--- src/common/fpe_pkg.sv ---
// Purpose: shared constants and carrier types of the flash page erase-program sequencer
// Assumes: 200 MHz system clock, special-function register access by the cpu core
// Notes: register offsets other than the command/status register are local picks
// Operation
// - command/status reads give flags; writes are commands, never stored for readback
// - any command write clears all status flags
// - page buffer of 64 bytes, one update flag per byte
// - load command 00h clears every buffer byte and update flag
// - data write stores at address-low[5:0] and sets that update flag
// - address-low[5:0] increments after data write, wraps, bits 7:6 untouched
// - page select is address-high concatenated with address-low[7:6]
// - only flagged bytes of the selected page are erased and rewritten
// - command 68h starts cycle; cpu held idle until done or interrupted
// - when idle ends, status holds the result of that cycle
// - interrupt or reset abort sets operation-interrupted flag, bit 0
// - cycle lasts 4 ms: 2 ms erase then 2 ms program
// - secured page target sets security-violation flag, bit 1
// - high voltage generator fault sets high-voltage-error flag, bit 2
// - interrupt, brown-out, or brown-out detector disabled sets high-voltage-abort, bit 3
package fpe_pkg;
  // ==========================================
  // register offsets
  localparam logic [7:0] ADDR_CMD_STATUS = 8'he4;
  localparam logic [7:0] ADDR_DATA_IN = 8'he5;
  localparam logic [7:0] ADDR_ADDR_LOW = 8'he6;
  localparam logic [7:0] ADDR_ADDR_HIGH = 8'he7;
  // ==========================================
  // commands, fields, reset values
  localparam logic [7:0] CMD_LOAD = 8'h00;
  localparam logic [7:0] CMD_ERASE_PROG = 8'h68;
  localparam int OP_INTERRUPTED_BIT = 0;
  localparam int SECURITY_VIOLATION_BIT = 1;
  localparam int HV_ERROR_BIT = 2;
  localparam int HV_ABORT_BIT = 3;
  localparam logic [3:0] STATUS_RESET = 4'h0;
  localparam logic [7:0] ADDR_LOW_RESET = 8'h00;
  localparam logic [7:0] ADDR_HIGH_RESET = 8'h00;
  localparam int PAGE_BYTES = 64;
  localparam int IDX_W = 6;
  // ==========================================
  // timing
  localparam int CLK_PERIOD_PS = 5000;
  localparam longint ERASE_TIME_NS = 2000000;
  localparam longint PROG_TIME_NS = 2000000;
  localparam int ERASE_CYCLES = int'((ERASE_TIME_NS * 1000) / CLK_PERIOD_PS);
  localparam int PROG_CYCLES = int'((PROG_TIME_NS * 1000) / CLK_PERIOD_PS);
  localparam int TIMER_W = 20;
  // ==========================================
  // types
  typedef enum logic [2:0] {
    FPE_IDLE = 3'b001,
    FPE_ERASE = 3'b010,
    FPE_PROG = 3'b100
  } fpe_state_t;

  typedef struct packed {
    logic wr;
    logic rd;
    logic [7:0] addr;
    logic [7:0] wdata;
  } fpe_sfr_req_t;

  typedef struct packed {
    logic erase;
    logic prog;
    logic wr;
    logic [9:0] page;
    logic [5:0] byte_idx;
    logic [7:0] data;
  } fpe_flash_req_t;
endpackage

--- src/logic/fpe_top.sv ---
// Purpose: byte-selective erase-program sequencer for the on-chip code flash
// Assumes: cpu register port on the system clock; irq, secure and bod enable are synchronous
// Notes: brown-out and hv fault arrive from analog and pass a three-flop filter
`timescale 1ns/1ps
`default_nettype none
module fpe_top #(
  parameter int ERASE_CYC = fpe_pkg::ERASE_CYCLES,
  parameter int PROG_CYC = fpe_pkg::PROG_CYCLES
) (
  input wire logic clk,
  input wire logic resetn,
  input wire logic ce,
  input wire fpe_pkg::fpe_sfr_req_t sfr_req,
  output logic [7:0] sfr_rdata,
  input wire logic irq_pending,
  input wire logic warm_reset_req,
  input wire logic page_secured,
  input wire logic bod_enabled,
  input wire logic bod_pin,
  input wire logic hv_fault_pin,
  output logic cpu_hold_idle,
  output fpe_pkg::fpe_flash_req_t flash_req,
  output logic [fpe_pkg::PAGE_BYTES-1:0] flash_byte_mask
);
  import fpe_pkg::*;

  localparam logic [TIMER_W-1:0] ERASE_LAST = TIMER_W'(ERASE_CYC - 1);
  localparam logic [TIMER_W-1:0] PROG_LAST = TIMER_W'(PROG_CYC - 1);

  typedef struct packed {
    fpe_state_t st;
    logic [7:0] addr_low;
    logic [7:0] addr_high;
    logic [3:0] status;
    logic [PAGE_BYTES-1:0] flags;
    logic [TIMER_W-1:0] timer;
    logic [IDX_W:0] walk_idx;
    logic rd_pend;
    logic [IDX_W-1:0] rd_idx;
    logic [2:0] bod_s;
    logic [2:0] hv_s;
    logic bod_f;
    logic hv_f;
    logic [7:0] rdata;
    logic fl_wr;
    logic [IDX_W-1:0] fl_idx;
    logic [7:0] fl_data;
  } fpe_core_state_t;

  fpe_core_state_t q, d;
  logic mem_clr;
  logic mem_we;
  logic [IDX_W-1:0] mem_raddr;
  logic [7:0] mem_rdata;
  logic busy;
  logic abort_irq;

  // ==========================================
  // page buffer
  // 64-byte page buffer
  fpe_page_mem u_page_mem (
    .clk(clk),
    .resetn(resetn),
    .ce(ce),
    .clr(mem_clr),
    .we(mem_we),
    .waddr(q.addr_low[IDX_W-1:0]),
    .wdata(sfr_req.wdata),
    .raddr(mem_raddr),
    .rdata(mem_rdata)
  );

  assign busy = (q.st != FPE_IDLE);
  assign abort_irq = irq_pending | warm_reset_req;

  // ==========================================
  // next state
  always_comb begin
    d = q;
    mem_clr = 1'b0;
    mem_we = 1'b0;
    mem_raddr = q.walk_idx[IDX_W-1:0];
    d.fl_wr = 1'b0;
    d.rd_pend = 1'b0;

    // three-flop filters on analog inputs
    d.bod_s = {q.bod_s[1:0], bod_pin};
    d.hv_s = {q.hv_s[1:0], hv_fault_pin};
    if (q.bod_s[2] == q.bod_s[1]) begin
      d.bod_f = q.bod_s[2];
    end
    if (q.hv_s[2] == q.hv_s[1]) begin
      d.hv_f = q.hv_s[2];
    end

    // read side of the register port
    // status on read
    case (sfr_req.addr)
      ADDR_CMD_STATUS: d.rdata = {4'h0, q.status};
      ADDR_ADDR_LOW: d.rdata = q.addr_low;
      ADDR_ADDR_HIGH: d.rdata = q.addr_high;
      default: d.rdata = 8'h00;
    endcase

    // write side, only while no cycle runs
    if (sfr_req.wr && !busy) begin
      case (sfr_req.addr)
        ADDR_CMD_STATUS: begin
          d.status = STATUS_RESET;
          if (sfr_req.wdata == CMD_LOAD) begin
            mem_clr = 1'b1;
            d.flags = '0;
          end else if (sfr_req.wdata == CMD_ERASE_PROG) begin
            if (page_secured) begin
              d.status[SECURITY_VIOLATION_BIT] = 1'b1;
            end else if (!bod_enabled) begin
              d.status[HV_ABORT_BIT] = 1'b1;
            end else begin
              d.st = FPE_ERASE;
              d.timer = '0;
            end
          end
        end
        ADDR_ADDR_LOW: d.addr_low = sfr_req.wdata;
        ADDR_ADDR_HIGH: d.addr_high = sfr_req.wdata;
        ADDR_DATA_IN: begin
          mem_we = 1'b1;
          d.flags[q.addr_low[IDX_W-1:0]] = 1'b1;
          d.addr_low = {q.addr_low[7:6], q.addr_low[5:0] + 6'h01};
        end
        default: begin
        end
      endcase
    end

    // sequencer
    case (q.st)
      FPE_IDLE: begin
      end
      FPE_ERASE: begin
        d.timer = q.timer + TIMER_W'(1);
        if (q.timer == ERASE_LAST) begin
          d.st = FPE_PROG;
          d.timer = '0;
          d.walk_idx = '0;
        end
      end
      FPE_PROG: begin
        d.timer = q.timer + TIMER_W'(1);
        if (!q.walk_idx[IDX_W]) begin
          d.rd_pend = 1'b1;
          d.rd_idx = q.walk_idx[IDX_W-1:0];
          d.walk_idx = q.walk_idx + (IDX_W+1)'(1);
        end
        if (q.rd_pend && q.flags[q.rd_idx]) begin
          d.fl_wr = 1'b1;
          d.fl_idx = q.rd_idx;
          d.fl_data = mem_rdata;
        end
        if (q.timer == PROG_LAST) begin
          d.st = FPE_IDLE;
        end
      end
      default: d.st = FPE_IDLE;
    endcase

    // aborts, result left in status
    if (busy) begin
      if (q.hv_f) begin
        d.status[HV_ERROR_BIT] = 1'b1;
        d.st = FPE_IDLE;
      end
      if (abort_irq) begin
        d.status[OP_INTERRUPTED_BIT] = 1'b1;
        d.status[HV_ABORT_BIT] = 1'b1;
        d.st = FPE_IDLE;
      end
      if (q.bod_f) begin
        d.status[HV_ABORT_BIT] = 1'b1;
        d.st = FPE_IDLE;
      end
      if (d.st == FPE_IDLE) begin
        d.fl_wr = 1'b0;
        d.rd_pend = 1'b0;
      end
    end
  end

  // ==========================================
  // state register
  always_ff @(posedge clk or negedge resetn) begin
    if (!resetn) begin
      q <= '0;
      q.st <= FPE_IDLE;
      q.addr_low <= ADDR_LOW_RESET;
      q.addr_high <= ADDR_HIGH_RESET;
      q.status <= STATUS_RESET;
    end else if (ce) begin
      q <= d;
    end
  end

  // ==========================================
  // outputs
  // cpu held while busy
  assign cpu_hold_idle = busy;
  assign sfr_rdata = q.rdata;
  assign flash_req.page = {q.addr_high, q.addr_low[7:6]};
  assign flash_req.erase = (q.st == FPE_ERASE);
  assign flash_req.prog = (q.st == FPE_PROG);
  assign flash_req.wr = q.fl_wr;
  assign flash_req.byte_idx = q.fl_idx;
  assign flash_req.data = q.fl_data;
  assign flash_byte_mask = q.flags;
endmodule
`default_nettype wire

--- src/logic/fpe_page_mem.sv ---
// Purpose: 64-byte page buffer with whole-buffer clear and registered read data
// Assumes: single write port, single read port, same clock
// Notes: clear wins over a write in the same cycle
`timescale 1ns/1ps
`default_nettype none
module fpe_page_mem (
  input wire logic clk,
  input wire logic resetn,
  input wire logic ce,
  input wire logic clr,
  input wire logic we,
  input wire logic [fpe_pkg::IDX_W-1:0] waddr,
  input wire logic [7:0] wdata,
  input wire logic [fpe_pkg::IDX_W-1:0] raddr,
  output logic [7:0] rdata
);
  import fpe_pkg::*;

  typedef struct packed {
    logic [PAGE_BYTES-1:0][7:0] mem;
    logic [7:0] rdata;
  } fpe_mem_state_t;

  fpe_mem_state_t q, d;
  logic [PAGE_BYTES-1:0][7:0] next_w;

  // ==========================================
  // per-entry next value
  genvar i;
  generate
    for (i = 0; i < PAGE_BYTES; i++) begin : g_entry
      assign next_w[i] = clr ? 8'h00 :
                         (we && waddr == IDX_W'(i)) ? wdata : q.mem[i];
    end
  endgenerate

  always_comb begin
    d = q;
    d.mem = next_w;
    d.rdata = q.mem[raddr];
  end

  always_ff @(posedge clk or negedge resetn) begin
    if (!resetn) begin
      q <= '0;
    end else if (ce) begin
      q <= d;
    end
  end

  assign rdata = q.rdata;
endmodule
`default_nettype wire

--- config.mk ---
export PLATFORM = sky130hd
export DESIGN_NAME = fpe_top
export DESIGN_NICKNAME = d
export VERILOG_FILES = /design/src/common/fpe_pkg.sv /design/src/logic/fpe_top.sv /design/src/logic/fpe_page_mem.sv
export SDC_FILE = /design/constraint.sdc
export NUM_CORES = 1
export LEC_CHECK = 0
export ABC_AREA = 0
export BUFFER_PORTS_ARGS = -buffer_cell sky130_fd_sc_hd__buf_4
export CORE_MARGIN = 2
export CORE_UTILIZATION = 55
export DETAILED_ROUTE_END_ITERATION = 16
export MAX_ROUTING_LAYER = met4
export PLACE_DENSITY = 0.84
export SYNTH_ARGS = -nofsm -noshare
export SYNTH_HDL_FRONTEND = slang
export SYNTH_SLANG_ARGS = --single-unit
--- constraint.sdc ---
create_clock -name clk -period 2.64 [get_ports clk]
set_input_delay 0.528 -clock clk [delete_from_list [all_inputs] [get_ports clk]]
set_output_delay 0.528 -clock clk [all_outputs]
set_load 0.01 [all_outputs]
==> key figures <==
Finish
  – Most common cell after layout, fill and taps aside: dfrtp_1
  – Nets: 2504
  – Most frequent cells in the layout: dfrtp_1 (668), mux2_2 (509), buf_4 (283), mux4_2 (130), nor2_1 (118)
  – Share of layout cells above drive strength 1: 0.457
  – Non-Filler Instances: 3287
  – Synth-to-Final Area Change: 14.6%
  – Ant. Diodes: 0

Pwr
  – P per Cell Area: 573 nW/um2
  – Reg power frac: 0.492
  – Leak Pwr: 17.8 nW
  – Comb pwr share: 0.034
  – Switching share of total power: 0.222
  – Int Pwr: 16.5 mW
  – Worst VDD drop: 0.000514 V
  – Clock Power Share: 0.475
  – Psw: 4.69 mW

Yosys
  – Number of library cell types mapped by synthesis: 72
  – Mux cell area share after synthesis: 0.312
  – Synthesis-stage register bit count: 672
  – Share of the synthesized area in the top cell type: 0.522
  – Compound-Gate Fraction of Synth Area: 0.0611
  – Cells after Synth: 2357
  – Ys flop type: dfrtp_1
  – Synth area leaders: dfrtp_1 (52%), mux2_2 (18%), mux4_2 (9.1%)
  – Post-synth top area cell: dfrtp_1
  – EDFF count, synth: 0
  – Synth Net Count: 2390
  – Synth Area in XOR/XNOR: 0.00436
  – Post-synthesis adder-cell area fraction: 0.00233
  – Sequential-to-total area share from yosys stat: 0.523
  – Simple logic cell fraction of the synthesized area: 0.0497
  – Mean Syn Cell Area: 13.6 um2
  – Mapped Area: 32200 um2
  – Yosys warnings: 0
  – Largest family of logic cells by synthesized area: multiplexers
  – Async set or reset register ratio after synthesis: 1.00

Worst setup path
  – Worst path slowest cell: dfrtp_1
  – WP data arrival: 3.13 ns
  – Crit path required time: 3.13 ns
  – Worst setup endpoint: u_page_mem.q[340]
  – Top delay family on crit path: simple AND/OR/NAND/NOR gates
  – Reg2Reg Setup Slack: 0.003 ns
  – Worst path depth: 5
  – Critical path startpoint category: flop
  – CP startpoint: q[144]
  – CP peak stage delay: 0.53 ns
  – Crit path max fanout: 8
  – Critical path buffer and inverter count: 1
  – Setup Crit Path Kind: reg2reg
  – Reg2reg end: u_page_mem.q[340]
  – CP Cell Sequence: clkinv_1, nor2_2, and2_1, a21oi_2, mux2_2
  – RR Startpoint: q[144]
  – R2R depth: 5
  – CP endpoint kind: flop

Routing
  – Initial DRC count: 1888
  – DRT Wirelength: 83.7 mm
  – Wire per inst: 25.4 um
  – Final antenna-violating net count: 0
  – Total number of vias: 21200
  – TritonRoute pass-1 iters: 6
  – Vias per inst: 6.44
  – # DRC: 0

STA
  – Final Max Tran Viols: 0
  – Final setup vio count: 0
  – Fmax: 0.379 GHz
  – Final period util: 0.999
  – Setup Skew: 0.0273 ns
  – Relative slew slack: 0.273
  – Hold WS: 0.171 ns
  – Final min period: 2.64 ns
  – Setup TNS: 0 ns
  – Final Hold Vio Count: 0
  – Worst slew pin tran: 1.08 ns

Clock network
  – CTS tree: built
  – Clock Latency Late Sink: 0.61 ns
  – CTS Buf Count: 70
  – H-tree depth: 3
  – CTS root buf: clkbuf_16
  – CTS clock-pin slew for the worst setup and hold paths: 0.06 ns
  – Largest buffer count on any clock path: 3
  – CTS Sinks: 672

Placement
  – GPL Wtd Cong: 0.934
  – Post-placement cell count: 3151
  – HPWL after detailed placement: 55.0 mm
  – PortBufs: 125

Die
  – Die ar.: 60400 um2
  – I/O Pins: 127
  – Core Area: 57800 um2
  – Num rows: 88
  – Die Y: 246 um
  – Initial core utilization: 0.556
  – Die width: 246 um

Run
  – Max-Cap Viols: 0

Global route
  – Largest net degree at the start of global routing: 98
  – First-pass GRT wire length: 131 mm
  – Grt ovf: 0
  – Vias in the first global route: 22300
  – Initial antenna violation count: 0
  – Gr usage total: 0.290

Hold path
  – Hold WC Path Type: in2reg
  – Hold path startpoint: bod_pin

Outcome
  – Status: finished clean
==> logic make-up after synthesis <==
| kind of cell | after synthesis |
|---|---|
| adders and majority gates | 6 |
| muxes | 771 |
| xor gates and xnor gates | 16 |
| AOI/OAI and AO/OA | 283 |
| DFF | 672 |
| buffers and inverters | 292 |
| and+or+nand+nor | 317 |
==> area by class of cell <==
cell class | instances | area, um2
Clock inverter | 21 | 214
Tap cell | 765 | 957
Sequential cell | 672 | 16800
Inverter | 19 | 71.3
Fill cell | 3858 | 20900
Timing Repair Buffer | 315 | 2750
Clock buffer | 102 | 2120
Multi-Input combinational cell | 1393 | 13900
==> sequential cells by signal, summed over array words and instances (netlist names) <==
name              cells
d                     4
flash_byte_mask      64
flash_req            25
mem_raddr             6
q                    45
sfr_rdata             8
u_page_mem.q        512
u_page_mem.rdata      8
==> metrics by stage <==
step / area (um2) / setup slack [ns] / total power [mW] / utilization
final: 36900 / 0.00333 / 21.1 / 0.638
after detailed placement: 34300 / -0.538 / 11.3 / 0.593
after global placement: 34300 / -0.414 / 11.2 / 0.593
after floorplan: 32200 / 0.0603 / 10.8 / -
after CTS: 36700 / 0.00395 / 21.2 / 0.635
after global routing: 36900 / -0.00217 / 21.8 / 0.638
==> timing repair <==
item / in CTS / in global routing
endpoints found under the hold margin: 31 / 0
hold buffers: 1 / 0
buffers inserted: 6 / 6
gates resized for setup: 4 / 16
endpoints found under the setup margin: 194 / 181
gates cloned: 0 / 0
==> cells in the mapped netlist, types with 3 or more instances <==
| library cell | number |
|---|---|
| inv_1 | 17 |
| and3_1 | 12 |
| mux2_1 | 36 |
| buf_4 | 108 |
| o31ai_1 | 5 |
| mux4_2 | 130 |
| a22o_1 | 4 |
| nand2_1 | 51 |
| and2_1 | 17 |
| clkbuf_1 | 114 |
| a21oi_2 | 41 |
| xor2_1 | 3 |
| a31oi_2 | 13 |
| a21oi_1 | 84 |
| nand3_1 | 27 |
| buf_1 | 14 |
| xnor2_1 | 13 |
| dfrtp_1 | 671 |
| nor2_1 | 121 |
| ha_1 | 6 |
| and2_0 | 3 |
| a31oi_1 | 11 |
| o2111ai_1 | 3 |
| nand4_1 | 7 |
| nor2b_1 | 17 |
| mux2_2 | 509 |
| a31o_2 | 4 |
| a22oi_1 | 30 |
| buf_2 | 37 |
| or3_1 | 3 |
| nor3_1 | 19 |
| mux2i_1 | 96 |
| o211ai_1 | 4 |
| nor3_2 | 4 |
| o2bb2ai_1 | 8 |
| nor4_1 | 7 |
| nor3b_1 | 3 |
| o21ai_0 | 41 |
| nand2b_1 | 7 |
| a211oi_1 | 13 |
==> power by group through the flow <==
stage                     sequential (mW)  clock (mW)  combinational [mW]
final                                10.4        10.0               0.710
after global routing                 10.4        10.6               0.775
after CTS                            10.4        10.1               0.705
after detailed placement             10.6           0               0.694
after global placement               10.6           0               0.663
after floorplan                      10.6           0               0.263
==> routing by layer <==
metal	GRT usage	part of all wire	wire length, um	up-vias
met5	-	0	0	-
met4	0.135	0.042	3510	0
met3	0.0507	0.079	6580	223
met2	0.458	0.49	40700	1051
met1	0.367	0.39	32900	11100
li1	-	-	-	8769
==> how the worst min path moves through the flow <==
stage | depth (start not counted) | slack [ns] | end
after floorplan | 0 | 0.23 | d[26]
after global placement | 1 | 0.47 | flash_req[8]
after detailed placement | 1 | 0.47 | u_page_mem.q[279]
after CTS | 2 | 0.15 | d[29]
after global routing | 2 | 0.16 | d[29]
final | 2 | 0.17 | d[29]
(Power assumes the default switching activity.)
